$ cat config.mk
export PLATFORM = sky130hd
export DESIGN_NAME = reader_power_mode_sequencer
export DESIGN_NICKNAME = d
export VERILOG_FILES = /design/src/include/power_seq_pkg.sv /design/src/hdl/reader_power_mode_sequencer.sv
export SDC_FILE = /design/constraint.sdc
export NUM_CORES = 1
export LEC_CHECK = 0
export ABC_AREA = 0
export BUFFER_PORTS_ARGS = -buffer_cell sky130_fd_sc_hd__clkbuf_2
export CAP_MARGIN = 20
export CELL_PAD_IN_SITES_DETAIL_PLACEMENT = 1
export CELL_PAD_IN_SITES_GLOBAL_PLACEMENT = 1
export CORE_UTILIZATION = 34
export DETAILED_ROUTE_END_ITERATION = 10
export PLACE_DENSITY = 0.72
export SETUP_SLACK_MARGIN = 0.02
export SYNTH_ARGS = -nofsm -noshare
export SYNTH_HDL_FRONTEND = slang
export SYNTH_SLANG_ARGS = --single-unit
$ cat constraint.sdc
create_clock -name pclk -period 1.8 [get_ports pclk]
set_input_delay 0.27 -clock pclk [delete_from_list [all_inputs] [get_ports pclk]]
set_output_delay 0.27 -clock pclk [all_outputs]
set_load 0.02 [all_outputs]
$ cat src/include/power_seq_pkg.sv
// Notes on behaviour
// - Main enable high, or confirmed wake edge, turns on regulators and oscillator.
// - After settling and stable oscillator, host clock output moves to high frequency.
// - Sleep keeps MCU regulator and low-frequency clock; RF and high clock off.
// - From full power-down, a wake pin rising edge starts up like main enable.
// - Main enable must arrive within 100 us of clock switch, else power down.
// - With main enable high, control register bits choose the active mode.
// - Bit 7 set gives standby, recoverable to full operation within 100 us.
// - Bits 5 and 1 clear give mode 1, RF output off, quick recovery.
// - Bit 1 set with bit 5 clear gives mode 2: receiver on, transmitter off.
// - Bit 5 set powers whole RF section, transmitter and receiver.
// - Values 0x21/0x20 full power, 0x31/0x30 half power; bit 4 halves output.
// - Ready only after clock switch; register writes accepted only then.
// - Bit 0 selects supply: set for 5 V, clear for 3 V.
package power_seq_pkg;

   // ****************************************
   // Register map
   // ****************************************
   localparam logic [7:0]  CHIP_CTRL_OFFS   = 8'h00;
   localparam logic [7:0]  SEQ_STATUS_OFFS  = 8'h04;
   localparam logic [7:0]  CHIP_CTRL_RESET  = 8'h01;

   localparam int          BIT_SUPPLY_5V    = 0;
   localparam int          BIT_RX_ONLY      = 1;
   localparam int          BIT_HALF_POWER   = 4;
   localparam int          BIT_RF_FULL      = 5;
   localparam int          BIT_STANDBY      = 7;

   // ****************************************
   // Timing
   // ****************************************
   localparam int          CLK_KHZ          = 25000;
   localparam int          EN_WINDOW_US     = 100;
   localparam int          EN_WINDOW_CYC    = (EN_WINDOW_US * CLK_KHZ) / 1000;
   localparam int          SETTLE_US        = 20;
   localparam int          SETTLE_CYC       = (SETTLE_US * CLK_KHZ + 999) / 1000;
   localparam int          TIMER_W          = 16;

   typedef enum logic [2:0] {
      ST_POWER_DOWN,
      ST_SLEEP,
      ST_STARTUP,
      ST_EN_WINDOW,
      ST_ACTIVE
   } seq_state_e;

endpackage

$ cat src/hdl/reader_power_mode_sequencer.sv
// Implementation choices: register access over APB and the register offsets.
module reader_power_mode_sequencer
(
   input  wire logic        pclk,
   input  wire logic        presetn,
   input  wire logic        psel,
   input  wire logic        penable,
   input  wire logic        pwrite,
   input  wire logic [7:0]  paddr,
   input  wire logic [31:0] pwdata,
   output logic      [31:0] prdata,
   output logic             pready,
   output logic             pslverr,
   input  wire logic        main_enable_pin,
   input  wire logic        secondary_wake_pin,
   input  wire logic        osc_stable_pin,
   output logic             regulators_on,
   output logic             osc_on,
   output logic             mcu_regulator_on,
   output logic             lf_clock_on,
   output logic             hf_clock_sel,
   output logic             tx_on,
   output logic             rx_on,
   output logic             half_power,
   output logic             supply_5v_sel,
   output logic             standby_on,
   output logic             reader_ready
);

   // ****************************************
   // Pin synchronisers
   // ****************************************
   logic [2:0] en_sync_q, wake_sync_q, osc_sync_q;
   logic       en_f_q, wake_f_q, osc_f_q, wake_prev_q;
   logic       en_f_d, wake_f_d, osc_f_d;

   // A change counts only once the second and third stages agree
   always_comb
   begin
      en_f_d   = (en_sync_q[1] == en_sync_q[2]) ? en_sync_q[2] : en_f_q;
      wake_f_d = (wake_sync_q[1] == wake_sync_q[2]) ? wake_sync_q[2] : wake_f_q;
      osc_f_d  = (osc_sync_q[1] == osc_sync_q[2]) ? osc_sync_q[2] : osc_f_q;
   end

   always_ff @(posedge pclk or negedge presetn)
   begin
      if (!presetn)
      begin
         en_sync_q   <= 3'h0;
         wake_sync_q <= 3'h0;
         osc_sync_q  <= 3'h0;
         en_f_q      <= 1'b0;
         wake_f_q    <= 1'b0;
         osc_f_q     <= 1'b0;
         wake_prev_q <= 1'b0;
      end
      else
      begin
         en_sync_q   <= {en_sync_q[1:0], main_enable_pin};
         wake_sync_q <= {wake_sync_q[1:0], secondary_wake_pin};
         osc_sync_q  <= {osc_sync_q[1:0], osc_stable_pin};
         en_f_q      <= en_f_d;
         wake_f_q    <= wake_f_d;
         osc_f_q     <= osc_f_d;
         wake_prev_q <= wake_f_q;
      end
   end

   logic wake_rise;
   assign wake_rise = wake_f_q & ~wake_prev_q;

   // ****************************************
   // Sequencer
   // ****************************************
   power_seq_pkg::seq_state_e                 state_q, state_d;
   logic [power_seq_pkg::TIMER_W-1:0]        tmr_q, tmr_d;
   logic [7:0]                               ctrl_q, ctrl_d;

   always_comb
   begin
      state_d = state_q;
      tmr_d   = tmr_q;
      case (state_q)
         power_seq_pkg::ST_POWER_DOWN:
         begin
            tmr_d = '0;
            if (en_f_q || wake_rise)
               state_d = power_seq_pkg::ST_STARTUP;
            else if (wake_f_q)
               state_d = power_seq_pkg::ST_SLEEP;
         end
         power_seq_pkg::ST_SLEEP:
         begin
            tmr_d = '0;
            if (en_f_q)
               state_d = power_seq_pkg::ST_STARTUP;
            else if (!wake_f_q)
               state_d = power_seq_pkg::ST_POWER_DOWN;
         end
         power_seq_pkg::ST_STARTUP:
         begin
            // Minimum settle time, then wait for the oscillator flag
            if (tmr_q < power_seq_pkg::TIMER_W'(power_seq_pkg::SETTLE_CYC))
               tmr_d = tmr_q + 1'b1;
            else if (osc_f_q)
            begin
               tmr_d   = '0;
               state_d = en_f_q ? power_seq_pkg::ST_ACTIVE
                                : power_seq_pkg::ST_EN_WINDOW;
            end
         end
         power_seq_pkg::ST_EN_WINDOW:
         begin
            tmr_d = tmr_q + 1'b1;
            if (en_f_q)
            begin
               tmr_d   = '0;
               state_d = power_seq_pkg::ST_ACTIVE;
            end
            else if (tmr_q >= power_seq_pkg::TIMER_W'(power_seq_pkg::EN_WINDOW_CYC - 1))
            begin
               tmr_d   = '0;
               state_d = power_seq_pkg::ST_POWER_DOWN;
            end
         end
         power_seq_pkg::ST_ACTIVE:
         begin
            tmr_d = '0;
            if (!en_f_q)
               state_d = wake_f_q ? power_seq_pkg::ST_SLEEP
                                  : power_seq_pkg::ST_POWER_DOWN;
         end
         default:
         begin
            tmr_d   = '0;
            state_d = power_seq_pkg::ST_POWER_DOWN;
         end
      endcase
   end

   always_ff @(posedge pclk or negedge presetn)
   begin
      if (!presetn)
      begin
         state_q <= power_seq_pkg::ST_POWER_DOWN;
         tmr_q   <= '0;
      end
      else
      begin
         state_q <= state_d;
         tmr_q   <= tmr_d;
      end
   end

   // ****************************************
   // APB slave
   // ****************************************
   logic        ready_now;
   logic        setup_ph, access_done, ctrl_hit, stat_hit;
   logic [31:0] prdata_d;
   logic        pready_d, pslverr_d;

   assign ready_now   = (state_q == power_seq_pkg::ST_EN_WINDOW) ||
                        (state_q == power_seq_pkg::ST_ACTIVE);
   assign setup_ph    = psel & ~penable;
   assign access_done = psel & penable & pready;
   assign ctrl_hit    = (paddr == power_seq_pkg::CHIP_CTRL_OFFS);
   assign stat_hit    = (paddr == power_seq_pkg::SEQ_STATUS_OFFS);

   // Answer decided in setup, one wait-free access cycle follows
   always_comb
   begin
      pready_d  = setup_ph;
      pslverr_d = 1'b0;
      prdata_d  = 32'h0000_0000;
      if (setup_ph)
      begin
         if (ctrl_hit)
         begin
            prdata_d  = {24'h00_0000, ctrl_q};
            // Refused until the switched clock shows on the output pin
            pslverr_d = pwrite & ~reader_ready;
         end
         else if (stat_hit)
         begin
            prdata_d  = {24'h00_0000, reader_ready, wake_f_q, en_f_q, 2'h0, state_q};
            pslverr_d = pwrite;
         end
         else
            pslverr_d = 1'b1;
      end
   end

   always_comb
   begin
      ctrl_d = ctrl_q;
      if (access_done && pwrite && !pslverr && ctrl_hit)
         ctrl_d = pwdata[7:0];
   end

   always_ff @(posedge pclk or negedge presetn)
   begin
      if (!presetn)
      begin
         prdata  <= 32'h0000_0000;
         pready  <= 1'b0;
         pslverr <= 1'b0;
         ctrl_q  <= power_seq_pkg::CHIP_CTRL_RESET;
      end
      else
      begin
         prdata  <= prdata_d;
         pready  <= pready_d;
         pslverr <= pslverr_d;
         ctrl_q  <= ctrl_d;
      end
   end

   // ****************************************
   // Power domain outputs
   // ****************************************
   logic o_reg_d, o_osc_d, o_mcu_d, o_lf_d, o_hf_d, o_tx_d, o_rx_d, o_half_d;
   logic o_5v_d, o_stby_d, o_rdy_d;
   logic powered, act;

   assign powered = (state_q == power_seq_pkg::ST_STARTUP) ||
                    (state_q == power_seq_pkg::ST_EN_WINDOW) ||
                    (state_q == power_seq_pkg::ST_ACTIVE);
   assign act     = (state_q == power_seq_pkg::ST_ACTIVE);

   always_comb
   begin
      o_reg_d  = powered;
      o_osc_d  = powered;
      o_mcu_d  = powered || (state_q == power_seq_pkg::ST_SLEEP);
      o_lf_d   = (state_q == power_seq_pkg::ST_SLEEP) ||
                 (state_q == power_seq_pkg::ST_STARTUP);
      o_hf_d   = ready_now;
      o_rdy_d  = ready_now;
      o_5v_d   = ctrl_q[power_seq_pkg::BIT_SUPPLY_5V];
      // Standby overrides the RF bits
      o_stby_d = act & ctrl_q[power_seq_pkg::BIT_STANDBY];
      o_tx_d   = act & ~o_stby_d & ctrl_q[power_seq_pkg::BIT_RF_FULL];
      o_rx_d   = act & ~o_stby_d & (ctrl_q[power_seq_pkg::BIT_RF_FULL] |
                                    ctrl_q[power_seq_pkg::BIT_RX_ONLY]);
      o_half_d = o_tx_d & ctrl_q[power_seq_pkg::BIT_HALF_POWER];
   end

   always_ff @(posedge pclk or negedge presetn)
   begin
      if (!presetn)
      begin
         regulators_on    <= 1'b0;
         osc_on           <= 1'b0;
         mcu_regulator_on <= 1'b0;
         lf_clock_on      <= 1'b0;
         hf_clock_sel     <= 1'b0;
         tx_on            <= 1'b0;
         rx_on            <= 1'b0;
         half_power       <= 1'b0;
         supply_5v_sel    <= power_seq_pkg::CHIP_CTRL_RESET[power_seq_pkg::BIT_SUPPLY_5V];
         standby_on       <= 1'b0;
         reader_ready     <= 1'b0;
      end
      else
      begin
         regulators_on    <= o_reg_d;
         osc_on           <= o_osc_d;
         mcu_regulator_on <= o_mcu_d;
         lf_clock_on      <= o_lf_d;
         hf_clock_sel     <= o_hf_d;
         tx_on            <= o_tx_d;
         rx_on            <= o_rx_d;
         half_power       <= o_half_d;
         supply_5v_sel    <= o_5v_d;
         standby_on       <= o_stby_d;
         reader_ready     <= o_rdy_d;
      end
   end

endmodule

==> flow_summary.toml, run 1 <==
[synth]
synth_top_family_by_area = "simple AND/OR/NAND/NOR gates"
synthDistinctLibCells = 45
yosys.cell_count.top_type = "sky130_fd_sc_hd__dfrtp_1"
netlist_instances = 240
synth_sequential_area_ratio_pct = 54.9
synthTopCellsByCount = "sky130_fd_sc_hd__dfrtp_1, sky130_fd_sc_hd__buf_4, sky130_fd_sc_hd__nand2_1, sky130_fd_sc_hd__nor2_1, sky130_fd_sc_hd__o21ai_0"
post-synth-top-area-fraction_pct = 52.9
post_synth.cell_area_avg_um2 = 11.2
async_s_r_ff_share_synth_pct = 100
post_synthesis_compound_gate_area_fraction_pct = 11.0
synth_xor_area_share_pct = 0.325
synthesis_warning_total = 0
mapped_cell_area_um2 = 2700
synthSimpleGateAreaFrac_pct = 17.4
synth_fa_ha_area_share_pct = 1.58
number_of_enable_flip_flop_cells_after_synthesis = 0
yosys.area.top_type = "sky130_fd_sc_hd__dfrtp_1"
ys.flop_type = "sky130_fd_sc_hd__dfrtp_1"
synth_seq_cells = 59
synth.area.mux_share_pct = 5.57
netlist_top_cells_area = "sky130_fd_sc_hd__dfrtp_1, sky130_fd_sc_hd__buf_4, sky130_fd_sc_hd__mux2_2"

[floorplan]
die_h_um = 91.0
effective_utilization_at_floorplan_pct = 35.1
design.portCount = 93
die_width_um = 91.0
die-area_um2 = 8290
placeableCoreArea_um2 = 7690
placementRows = 32

[drt]
ant_nets = 0
wl_met3_um = 208
drcViolationCount = 1
drt-vias-per-instance = 4.81
drt-initial-drc-count = 97
top_routing_layer_in_use = "met4"
met1Wirelength_um = 2810
detailroute.wirelength.met2_um = 3270
avgRoutedWirePerCell_um = 14.9
detail_route.first_pass.iterations = 7
routed_wl_um = 6460
vias = 2087

[sta]
finalSetupTns_ns = 0
finalHoldViolations = 0
setup_repair_after_global_routing_missed_its_margin = "yes"
layout_setup_ws_ns = 0.00329
setup_viol = 0
fmax_mhz = 557
timing_worst_slew_pin_value_ns = 0.573
layout_worst_path_cycle_share_pct = 99.8
finClkSkew_ns = 0.00915
maxSlewHeadroom_pct = 61.8
finalCriticalPeriod_ns = 1.80
report.final.slew_viol_count = 0

[power]
switching_share_pct = 32.6
comb_power_share_pct = 36.1
power_frac_seq_pct = 34.2
peakVddDrop_uv = 583
p_int_uw = 3040
total_power_uw = 4510
p_per_area_nw_per_um2 = 1250
net-switching-power_uw = 1470
clock_power_share_pct = 29.7
p_leak_uw = 0.00178

[final_layout]
multi_input_comb_area_um2 = 1200
fillerInstances = 882
final_layout_size_suffix_gt1_share_pct = 41.3
finish.net_count = 376
design_area_um2 = 3610
layout-area-overhead-vs-synth_pct = 33.8
ff_latch_area_um2 = 1480
diodes = 0

[placed_design]
place.port_buffers = 44
dpl_cell_area_um2 = 3140
detailed_place_hpwl_um = 4330
routabilityCongestion = 0.805
pre_cts_ws_ns = -0.224

[clock_tree]
cts_max_path_buffers = 2
worstSkewPairLatency_ns = 0.34
htree_levels = 3
numCtsBuffers = 9
total_number_of_clock_tree_sinks = 59
cts_tree = "built"
root_buffer = "sky130_fd_sc_hd__clkbuf_8"
cts.clk_slew.worst_paths_ns = 0.07

[setup_path]
crit_arrival_ns = 2.04
start_kind = "register"
element_type_at_the_critical_path_end = "register"
required_ns = 2.04
worst_path_class_setup = "register to register"
timing.critical_path.fanout_max = 6

[grt]
first_pass_grt_wire_length_um = 10400
grt_pass1_vias = 2157
gr-total-overflow = 0
grt_antenna_before_repair = 0
pin_count_of_the_biggest_net_entering_global_routing = 26
groute.usage.overall_pct = 16.3

[run_status]
violations = "DRC"
outcome = "finished, violations left"

[flow_run]
cap_violations = 0

[worst_hold_path]
hp-class = "input port to register"
## final timing paths
path	startpoint	endpoint	slack, ns	cells after the start
max reg2reg	tmr_q[2]	tmr_q[10]	0.003	9
min	secondary_wake_pin	wake_sync_q[0]	0.03	1
max in group asynchronous	presetn	supply_5v_sel	0.73	3
min in group asynchronous	presetn	tmr_q[10]	0.45	2
max	tmr_q[2]	tmr_q[10]	0.003	9
min reg2reg	en_sync_q[0]	en_sync_q[1]	0.35	0
## timing repair
action	CTS	global route
hold buffers	1	0
resized for setup	19	22
pin swaps	7	17
endpoints found under the hold margin	16	0
cloned	0	1
buffers inserted	5	4
endpoints found under the setup margin	18	17
## power groups by stage
stage / sequential (uW) / clock [uW] / combinational (uW)
global placement: 1550 / 0 / 1220
detailed placement: 1550 / 0 / 1250
floorplan: 1600 / 0 / 733
finish: 1540 / 1340 / 1630
CTS: 1540 / 1370 / 1400
global route: 1560 / 1420 / 1750
## cells in the final DEF (no fill, tap or decap), types with 8 or more instances in the layout
master                      n
sky130_fd_sc_hd__clkbuf_8  10
sky130_fd_sc_hd__buf_4     34
sky130_fd_sc_hd__clkbuf_2  44
sky130_fd_sc_hd__dfrtp_1   55
sky130_fd_sc_hd__nand2_1   13
sky130_fd_sc_hd__nor2_1    12
sky130_fd_sc_hd__mux2_2     8
sky130_fd_sc_hd__conb_1    24
## cells by family after synthesis
logic type | Yosys count
adders and majority gates | 4
buffers and inverters | 38
AOI/OAI and AO/OA | 45
other | 1
xor gates and xnor gates | 1
and+or+nand+nor | 78
muxes | 14
DFF | 59
## state kept, by name, indices dropped and copies added (netlist names), 3 cells and up
register     cells
state_q          3
wake_sync_q      3
ctrl_q           8
tmr_q           16
osc_sync_q       3
en_sync_q        3
prdata           8
## critical path, stage by stage, from the launching register on
cell,delay [ns]
sky130_fd_sc_hd__dfrtp_1,0.42
sky130_fd_sc_hd__buf_6,0.12
sky130_fd_sc_hd__o211ai_1,0.07
sky130_fd_sc_hd__buf_4,0.17
sky130_fd_sc_hd__o2111ai_4,0.23
sky130_fd_sc_hd__buf_6,0.14
sky130_fd_sc_hd__o21ai_4,0.09
sky130_fd_sc_hd__buf_6,0.14
sky130_fd_sc_hd__a21o_1,0.17
sky130_fd_sc_hd__a21o_1,0.15
## layout make-up
| class | instances | share of cell area, % |
|---|---|---|
| Inverter | 6 | 0.625 |
| Clock inverter | 4 | 2.05 |
| Tap cell | 102 | 3.54 |
| Sequential cell | 59 | 41.1 |
| Timing Repair Buffer | 84 | 15.3 |
| Multi-Input combinational cell | 167 | 33.4 |
| Clock buffer | 12 | 4.02 |
## routing by layer
layer | vias to the layer above | track usage [%]
met5 | - | 0
met4 | 0 | 9.79
met3 | 16 | 3.35
met2 | 54 | 27.3
met1 | 1044 | 19.2
li1 | 973 | -
## per-stage QoR
stage	cells	utilization, %	hold WS (ns)
global route	434	46.9	0.0163
detailed placement	407	40.9	0.279
CTS	429	45.5	0.0207
finish	434	46.9	0.0318
global placement	407	40.9	0.268
floorplan	263	-	-0.0256
No activity file was read; power rests on OpenSTA's default activity.
==> run 2: changes to the inputs <==
==> constraint.sdc (replaced) <==
create_clock -name pclk -period 1.6 [get_ports pclk]
set_input_delay 0.24 -clock pclk [delete_from_list [all_inputs] [get_ports pclk]]
set_output_delay 0.24 -clock pclk [all_outputs]
set_load 0.02 [all_outputs]
==> run 2 against run 1 <==
The flow finishes with violations (DRC, setup timing). Clock skew is 0.0024 ns higher. Sequential share of layout area is 1.3 points lower. Flip-flop and latch count stayed put. Clock-buffer cell count decreased by 2. Critical path type unchanged. Highest routed layer unchanged.
==> flow_summary.toml, run 2 (synthesized netlist as in run 1, its figures left out) <==
[setup_path]
worst_path_class_setup = "register to register"
setup.worst_path.start = "tmr_q[9]"
timing.reg2reg.worst_path_depth = 7
timing.critical_path.fanout_max = 5
critical_path.slowest_cell = "sky130_fd_sc_hd__dfrtp_1"
rr_endpoint = "tmr_q[5]"
reg2reg_setup_slack_ns = -0.20
cells_along_the_critical_path = "buf_4 > nor3_2 > buf_4 > o2111ai_4 > o21a_4 > or3_1 > o21ai_1"
reg2reg_from = "tmr_q[9]"
critPathMaxStageDelay_ns = 0.44
cpMostUsedCell = "sky130_fd_sc_hd__buf_4"
required_ns = 1.85
element_type_at_the_critical_path_end = "register"
start_kind = "register"
crit_arrival_ns = 2.06

[final_layout]
largest_reg_flops = 16
fillerInstances = 880
diodes = 0
finish.net_count = 388
largestRegisters = "tmr_q (16), ctrl_q (8), prdata (8)"
regMostFlops = "tmr_q"
design_area_um2 = 3720
layout-area-overhead-vs-synth_pct = 38.1
final_layout_size_suffix_gt1_share_pct = 44.8
layout_common_cells = "sky130_fd_sc_hd__dfrtp_1, sky130_fd_sc_hd__clkbuf_2, sky130_fd_sc_hd__buf_4, sky130_fd_sc_hd__conb_1, sky130_fd_sc_hd__nand2_1"
mostFrequentLayoutCell = "sky130_fd_sc_hd__dfrtp_1"

[grt]
gr_met2_demand_resource_pct = 33.1
global_route.usage.met3_pct = 3.52
grt_busiest_layer = "met2"
first_pass_grt_wire_length_um = 11700
gr-total-overflow = 0
grt_use_met1_pct = 21.1
grt_antenna_before_repair = 0
groute.usage.overall_pct = 18.5
pin_count_of_the_biggest_net_entering_global_routing = 60
grt_pass1_vias = 2328

[placed_design]
detailed_place_hpwl_um = 4600
dpl_cell_area_um2 = 3240
place.port_buffers = 44
routabilityCongestion = 0.839

[clock_tree]
numCtsBuffers = 9
cts.clk_slew.worst_paths_ns = 0.07
total_number_of_clock_tree_sinks = 59
cts_tree = "built"
htree_levels = 3
cts_max_path_buffers = 2
root_buffer = "sky130_fd_sc_hd__clkbuf_8"
worstSkewPairLatency_ns = 0.34

[worst_hold_path]
hold-path-cell-count = 2
hp-class = "input port to register"
min_delay_worst_endpoint = "pready"
hp-start = "penable"

[power]
peakVddDrop_uv = 578
p_per_area_nw_per_um2 = 1320
p_leak_uw = 0.00183

[drt]
vias = 2164
avgRoutedWirePerCell_um = 16.0
drcViolationCount = 1
drt-vias-per-instance = 4.85
ant_nets = 0
detail_route.first_pass.iterations = 7
routed_wl_um = 7120
drt-initial-drc-count = 71

[flow_run]
cap_violations = 0

[sta]
fmax_mhz = 554
setup_repair_after_global_routing_missed_its_margin = "yes"
finClkSkew_ns = 0.0115
layout_setup_ws_ns = -0.205
finalSetupTns_ns = -2.40
report.final.slew_viol_count = 0
layout_worst_path_cycle_share_pct = 113
setup_viol = 18
finalCriticalPeriod_ns = 1.80
finalHoldViolations = 0

[floorplan]
placementRows = 32
effective_utilization_at_floorplan_pct = 35.1
design.portCount = 93
placeableCoreArea_um2 = 7690
die_width_um = 91.0
die-area_um2 = 8290
die_h_um = 91.0

[run_status]
violations = "DRC, setup timing"
outcome = "finished, violations left"
[run 2: cell types whose count changed in the layout (fill, tap and decap cells not counted), sizes merged]
cell         previous run  this run
bufinv                  2         0
clkinv                  2         4
clkbuf                 56        54
inv                     6         7
dlygate4sd3             1         4
clkinvlp                0         1
buf                    39        48
[run 2: metrics by stage]
stage	std cells	util [%]	hold slack (ns)	power, uW	setup WS [ns]
after floorplan	263	-	-0.0556	2640	-0.0193
after global placement	418	42.1	0.269	3180	-0.211
after detailed placement	418	42.1	0.272	3230	-0.252
after CTS	446	47.8	0.112	4800	-0.171
after global routing	446	48.4	0.127	5160	-0.327
final	446	48.4	0.127	4900	-0.205
[run 2: final cells by class]
class / count / area, um^2 / share of cell area, %
flip-flops and latches: 59 / 1480 / 39.8
multi-input cells: 167 / 1260 / 33.9
repair buffers: 96 / 652 / 17.5
clock buffers: 10 / 138 / 3.70
well taps: 102 / 128 / 3.43
clock inverters: 6 / 40.0 / 1.08
inverters: 6 / 22.5 / 0.605
[run 2: metal layers]
layer | up-vias | share of wire, %
met3 | 12 | 3.0
met5 | - | 0
met4 | 0 | 2.0
met2 | 50 | 54
met1 | 1106 | 41
li1 | 996 | -
[run 2: worst max-delay path, delay by kind of cell (launching register included)]
kind / cells / cell delay, ns
and+or+nand+nor: 2 / 0.46
AOI/OAI and AO/OA: 3 / 0.49
buffers and inverters: 2 / 0.33
DFF: 1 / 0.44
[run 2: worst max path at each step]
stage,to,slack (ns)
after global placement,tmr_q[5],-0.21
after CTS,tmr_q[5],-0.17
final,tmr_q[5],-0.20
after detailed placement,state_q[1],-0.25
after floorplan,tmr_q[6],-0.02
after global routing,state_q[2],-0.33
[run 2: timing repair]
item,CTS,global route
setup endpoints to repair,18,20
buffers inserted,8,0
pin swaps,18,9
hold buffers,4,0
cloned,1,0
gates resized for setup,35,10
endpoints found under the hold margin,60,0
[run 2: where the power goes]
part | leakage (uW) | internal, uW | total [uW] | switching (uW)
sequential | 0.000769 | 1630 | 1750 | 115
clock | 0.0000924 | 603 | 1220 | 621
combinational | 0.000970 | 898 | 1930 | 1030
==> run 3: changes to the inputs <==
--- a/config.mk
+++ b/config.mk
@@ -10,9 +10,9 @@
 export CAP_MARGIN = 20
 export CELL_PAD_IN_SITES_DETAIL_PLACEMENT = 1
 export CELL_PAD_IN_SITES_GLOBAL_PLACEMENT = 1
-export CORE_UTILIZATION = 34
+export CORE_UTILIZATION = 41
 export DETAILED_ROUTE_END_ITERATION = 10
-export PLACE_DENSITY = 0.72
+export PLACE_DENSITY = 0.82
 export SETUP_SLACK_MARGIN = 0.02
 export SYNTH_ARGS = -nofsm -noshare
 export SYNTH_HDL_FRONTEND = slang
==> constraint.sdc (replaced) <==
create_clock -name pclk -period 2.2 [get_ports pclk]
set_input_delay 0.33 -clock pclk [delete_from_list [all_inputs] [get_ports pclk]]
set_output_delay 0.33 -clock pclk [all_outputs]
set_load 0.02 [all_outputs]
==> run 3 against run 2 <==
The flow now finishes without violations. Routed wire length is 23% lower. Cell count is 16% lower. Setup slack better by 0.42 ns. Clock-buffer cell count is 3 higher. Maximum frequency is 9.0% lower. Combinational power is 59% lower. First-iteration DRC count is 110% higher. Core utilization is 0.43 points higher. Clock skew is 0.0015 ns lower. Highest routed layer unchanged.
==> flow_summary.toml, run 3 (synthesized netlist as in run 1, its figures left out) <==
[worst_hold_path]
hp-class = "input port to register"
hold-path-cell-count = 1

[clock_tree]
htree_levels = 3
cts-resized-gates = 0
cts.clk_slew.worst_paths_ns = 0.06
total_number_of_clock_tree_sinks = 59
cts_tree = "built"
numCtsBuffers = 9
worstSkewPairLatency_ns = 0.34
cts_max_path_buffers = 2
root_buffer = "sky130_fd_sc_hd__clkbuf_8"

[placed_design]
place.port_buffers = 44
detailed_place_hpwl_um = 4030
routabilityCongestion = 0.848
placed_cells = 357
pre_cts_ws_ns = 0.228

[final_layout]
largest_reg_flops = 16
final_layout_size_suffix_gt1_share_pct = 26.6
multi_input_comb_area_um2 = 1060
ff_latch_area_um2 = 1480
instances_no_fill = 374
layout.core_utilization_pct = 48.8
layout-area-overhead-vs-synth_pct = 15.1
fillerInstances = 725
largestRegisters = "tmr_q (16), ctrl_q (8), prdata (8)"
diodes = 0
regMostFlops = "tmr_q"
mostFrequentLayoutCell = "sky130_fd_sc_hd__dfrtp_1"
finish.net_count = 341
layout_common_cells = "sky130_fd_sc_hd__dfrtp_1, sky130_fd_sc_hd__clkbuf_2, sky130_fd_sc_hd__conb_1, sky130_fd_sc_hd__nand2_1, sky130_fd_sc_hd__nor2_1"

[power]
p_per_area_nw_per_um2 = 972
peakVddDrop_uv = 612
p_leak_uw = 0.00155

[drt]
wl_met3_um = 213
avgRoutedWirePerCell_um = 14.7
routed_wl_um = 5480
vias = 1894
drcViolationCount = 0
detail_route.first_pass.iterations = 4
top_routing_layer_in_use = "met4"
drt-initial-drc-count = 148
met1Wirelength_um = 2430
drt-vias-per-instance = 5.06
ant_nets = 0
detailroute.wirelength.met2_um = 2700

[floorplan]
die_width_um = 83.1
die_h_um = 83.1
die-area_um2 = 6900
effective_utilization_at_floorplan_pct = 42.4
design.portCount = 93
placeableCoreArea_um2 = 6350
placementRows = 29

[sta]
report.final.slew_viol_count = 0
finalCriticalPeriod_ns = 1.98
hold_slack_ns = 0.0964
finalHoldViolations = 0
fmax_mhz = 504
setup_viol = 0
setup_repair_after_global_routing_missed_its_margin = "no"
layout_worst_path_cycle_share_pct = 90.1
finClkSkew_ns = 0.0101
finalSetupTns_ns = 0
layout_setup_ws_ns = 0.217

[grt]
grt_antenna_before_repair = 0
groute.usage.overall_pct = 17.5
first_pass_grt_wire_length_um = 9240
pin_count_of_the_biggest_net_entering_global_routing = 25
grt_pass1_vias = 1914
gr-total-overflow = 0

[flow_run]
cap_violations = 0

[setup_path]
timing.critical_path.fanout_max = 9
element_type_at_the_critical_path_end = "register"
required_ns = 2.46
timing.reg2reg.worst_path_depth = 6
start_kind = "register"
crit_arrival_ns = 2.24
worst_path_class_setup = "register to register"

[run_status]
outcome = "complete, no violations"
run 3: cell types whose count changed in the layout (fill, tap and decap cells not counted), sizes merged:
cell         previous run  this run
o21a                    5         4
clkinvlp                1         0
clkinv                  4         2
bufinv                  0         1
dlygate4sd3             4         1
buf                    48         5
inv                     7         6
clkbuf                 54        57
run 3: power breakdown:
group / leakage (uW) / switching, uW / internal, uW / total, uW
Clock: 0.0000914 / 397 / 521 / 918
Combinational: 0.000692 / 498 / 293 / 792
Sequential: 0.000771 / 117 / 1190 / 1300
run 3: cell type report:
| class | count | area share, % |
|---|---|---|
| repair buffers | 50 | 8.63 |
| well taps | 77 | 3.11 |
| clock buffers | 13 | 4.48 |
| inverters | 6 | 0.726 |
| multi-input cells | 166 | 34.1 |
| flip-flops and latches | 59 | 47.7 |
| clock inverters | 3 | 1.29 |
run 3: repair_timing:
action,in CTS,in global routing
buffers inserted,0,0
hold endpoints to repair,13,0
hold buffers,1,0
run 3: worst max-delay path, cell delays in order, from the launching register on:
cell	delay, ns
sky130_fd_sc_hd__dfrtp_1	0.41
sky130_fd_sc_hd__ha_1	0.26
sky130_fd_sc_hd__nor3_1	0.25
sky130_fd_sc_hd__a211oi_1	0.16
sky130_fd_sc_hd__o21ai_2	0.43
sky130_fd_sc_hd__nor2_1	0.20
sky130_fd_sc_hd__o21ai_0	0.18
run 3: final timing paths:
kind,start,to,slack (ns)
min in group asynchronous,presetn,standby_on,0.45
worst max register to register,tmr_q[0],tmr_q[5],0.22
worst min register to register,en_sync_q[0],en_sync_q[1],0.35
worst max-delay path,tmr_q[0],tmr_q[5],0.22
worst min-delay path,secondary_wake_pin,wake_sync_q[0],0.1
max in group asynchronous,presetn,supply_5v_sel,1.07
run 3: layer usage:
metal / vias up / GRT usage, %
met5: - / 0
met4: 0 / 7.68
met3: 12 / 5.37
met2: 50 / 28.1
met1: 938 / 21.8
li1: 894 / -
run 3: metrics by stage:
| step | area [um^2] | total power [uW] |
|---|---|---|
| floorplan | 2780 | 1910 |
| global placement | 2910 | 2080 |
| detailed placement | 2910 | 2120 |
| CTS | 3100 | 3050 |
| global route | 3100 | 3200 |
| finish | 3100 | 3010 |
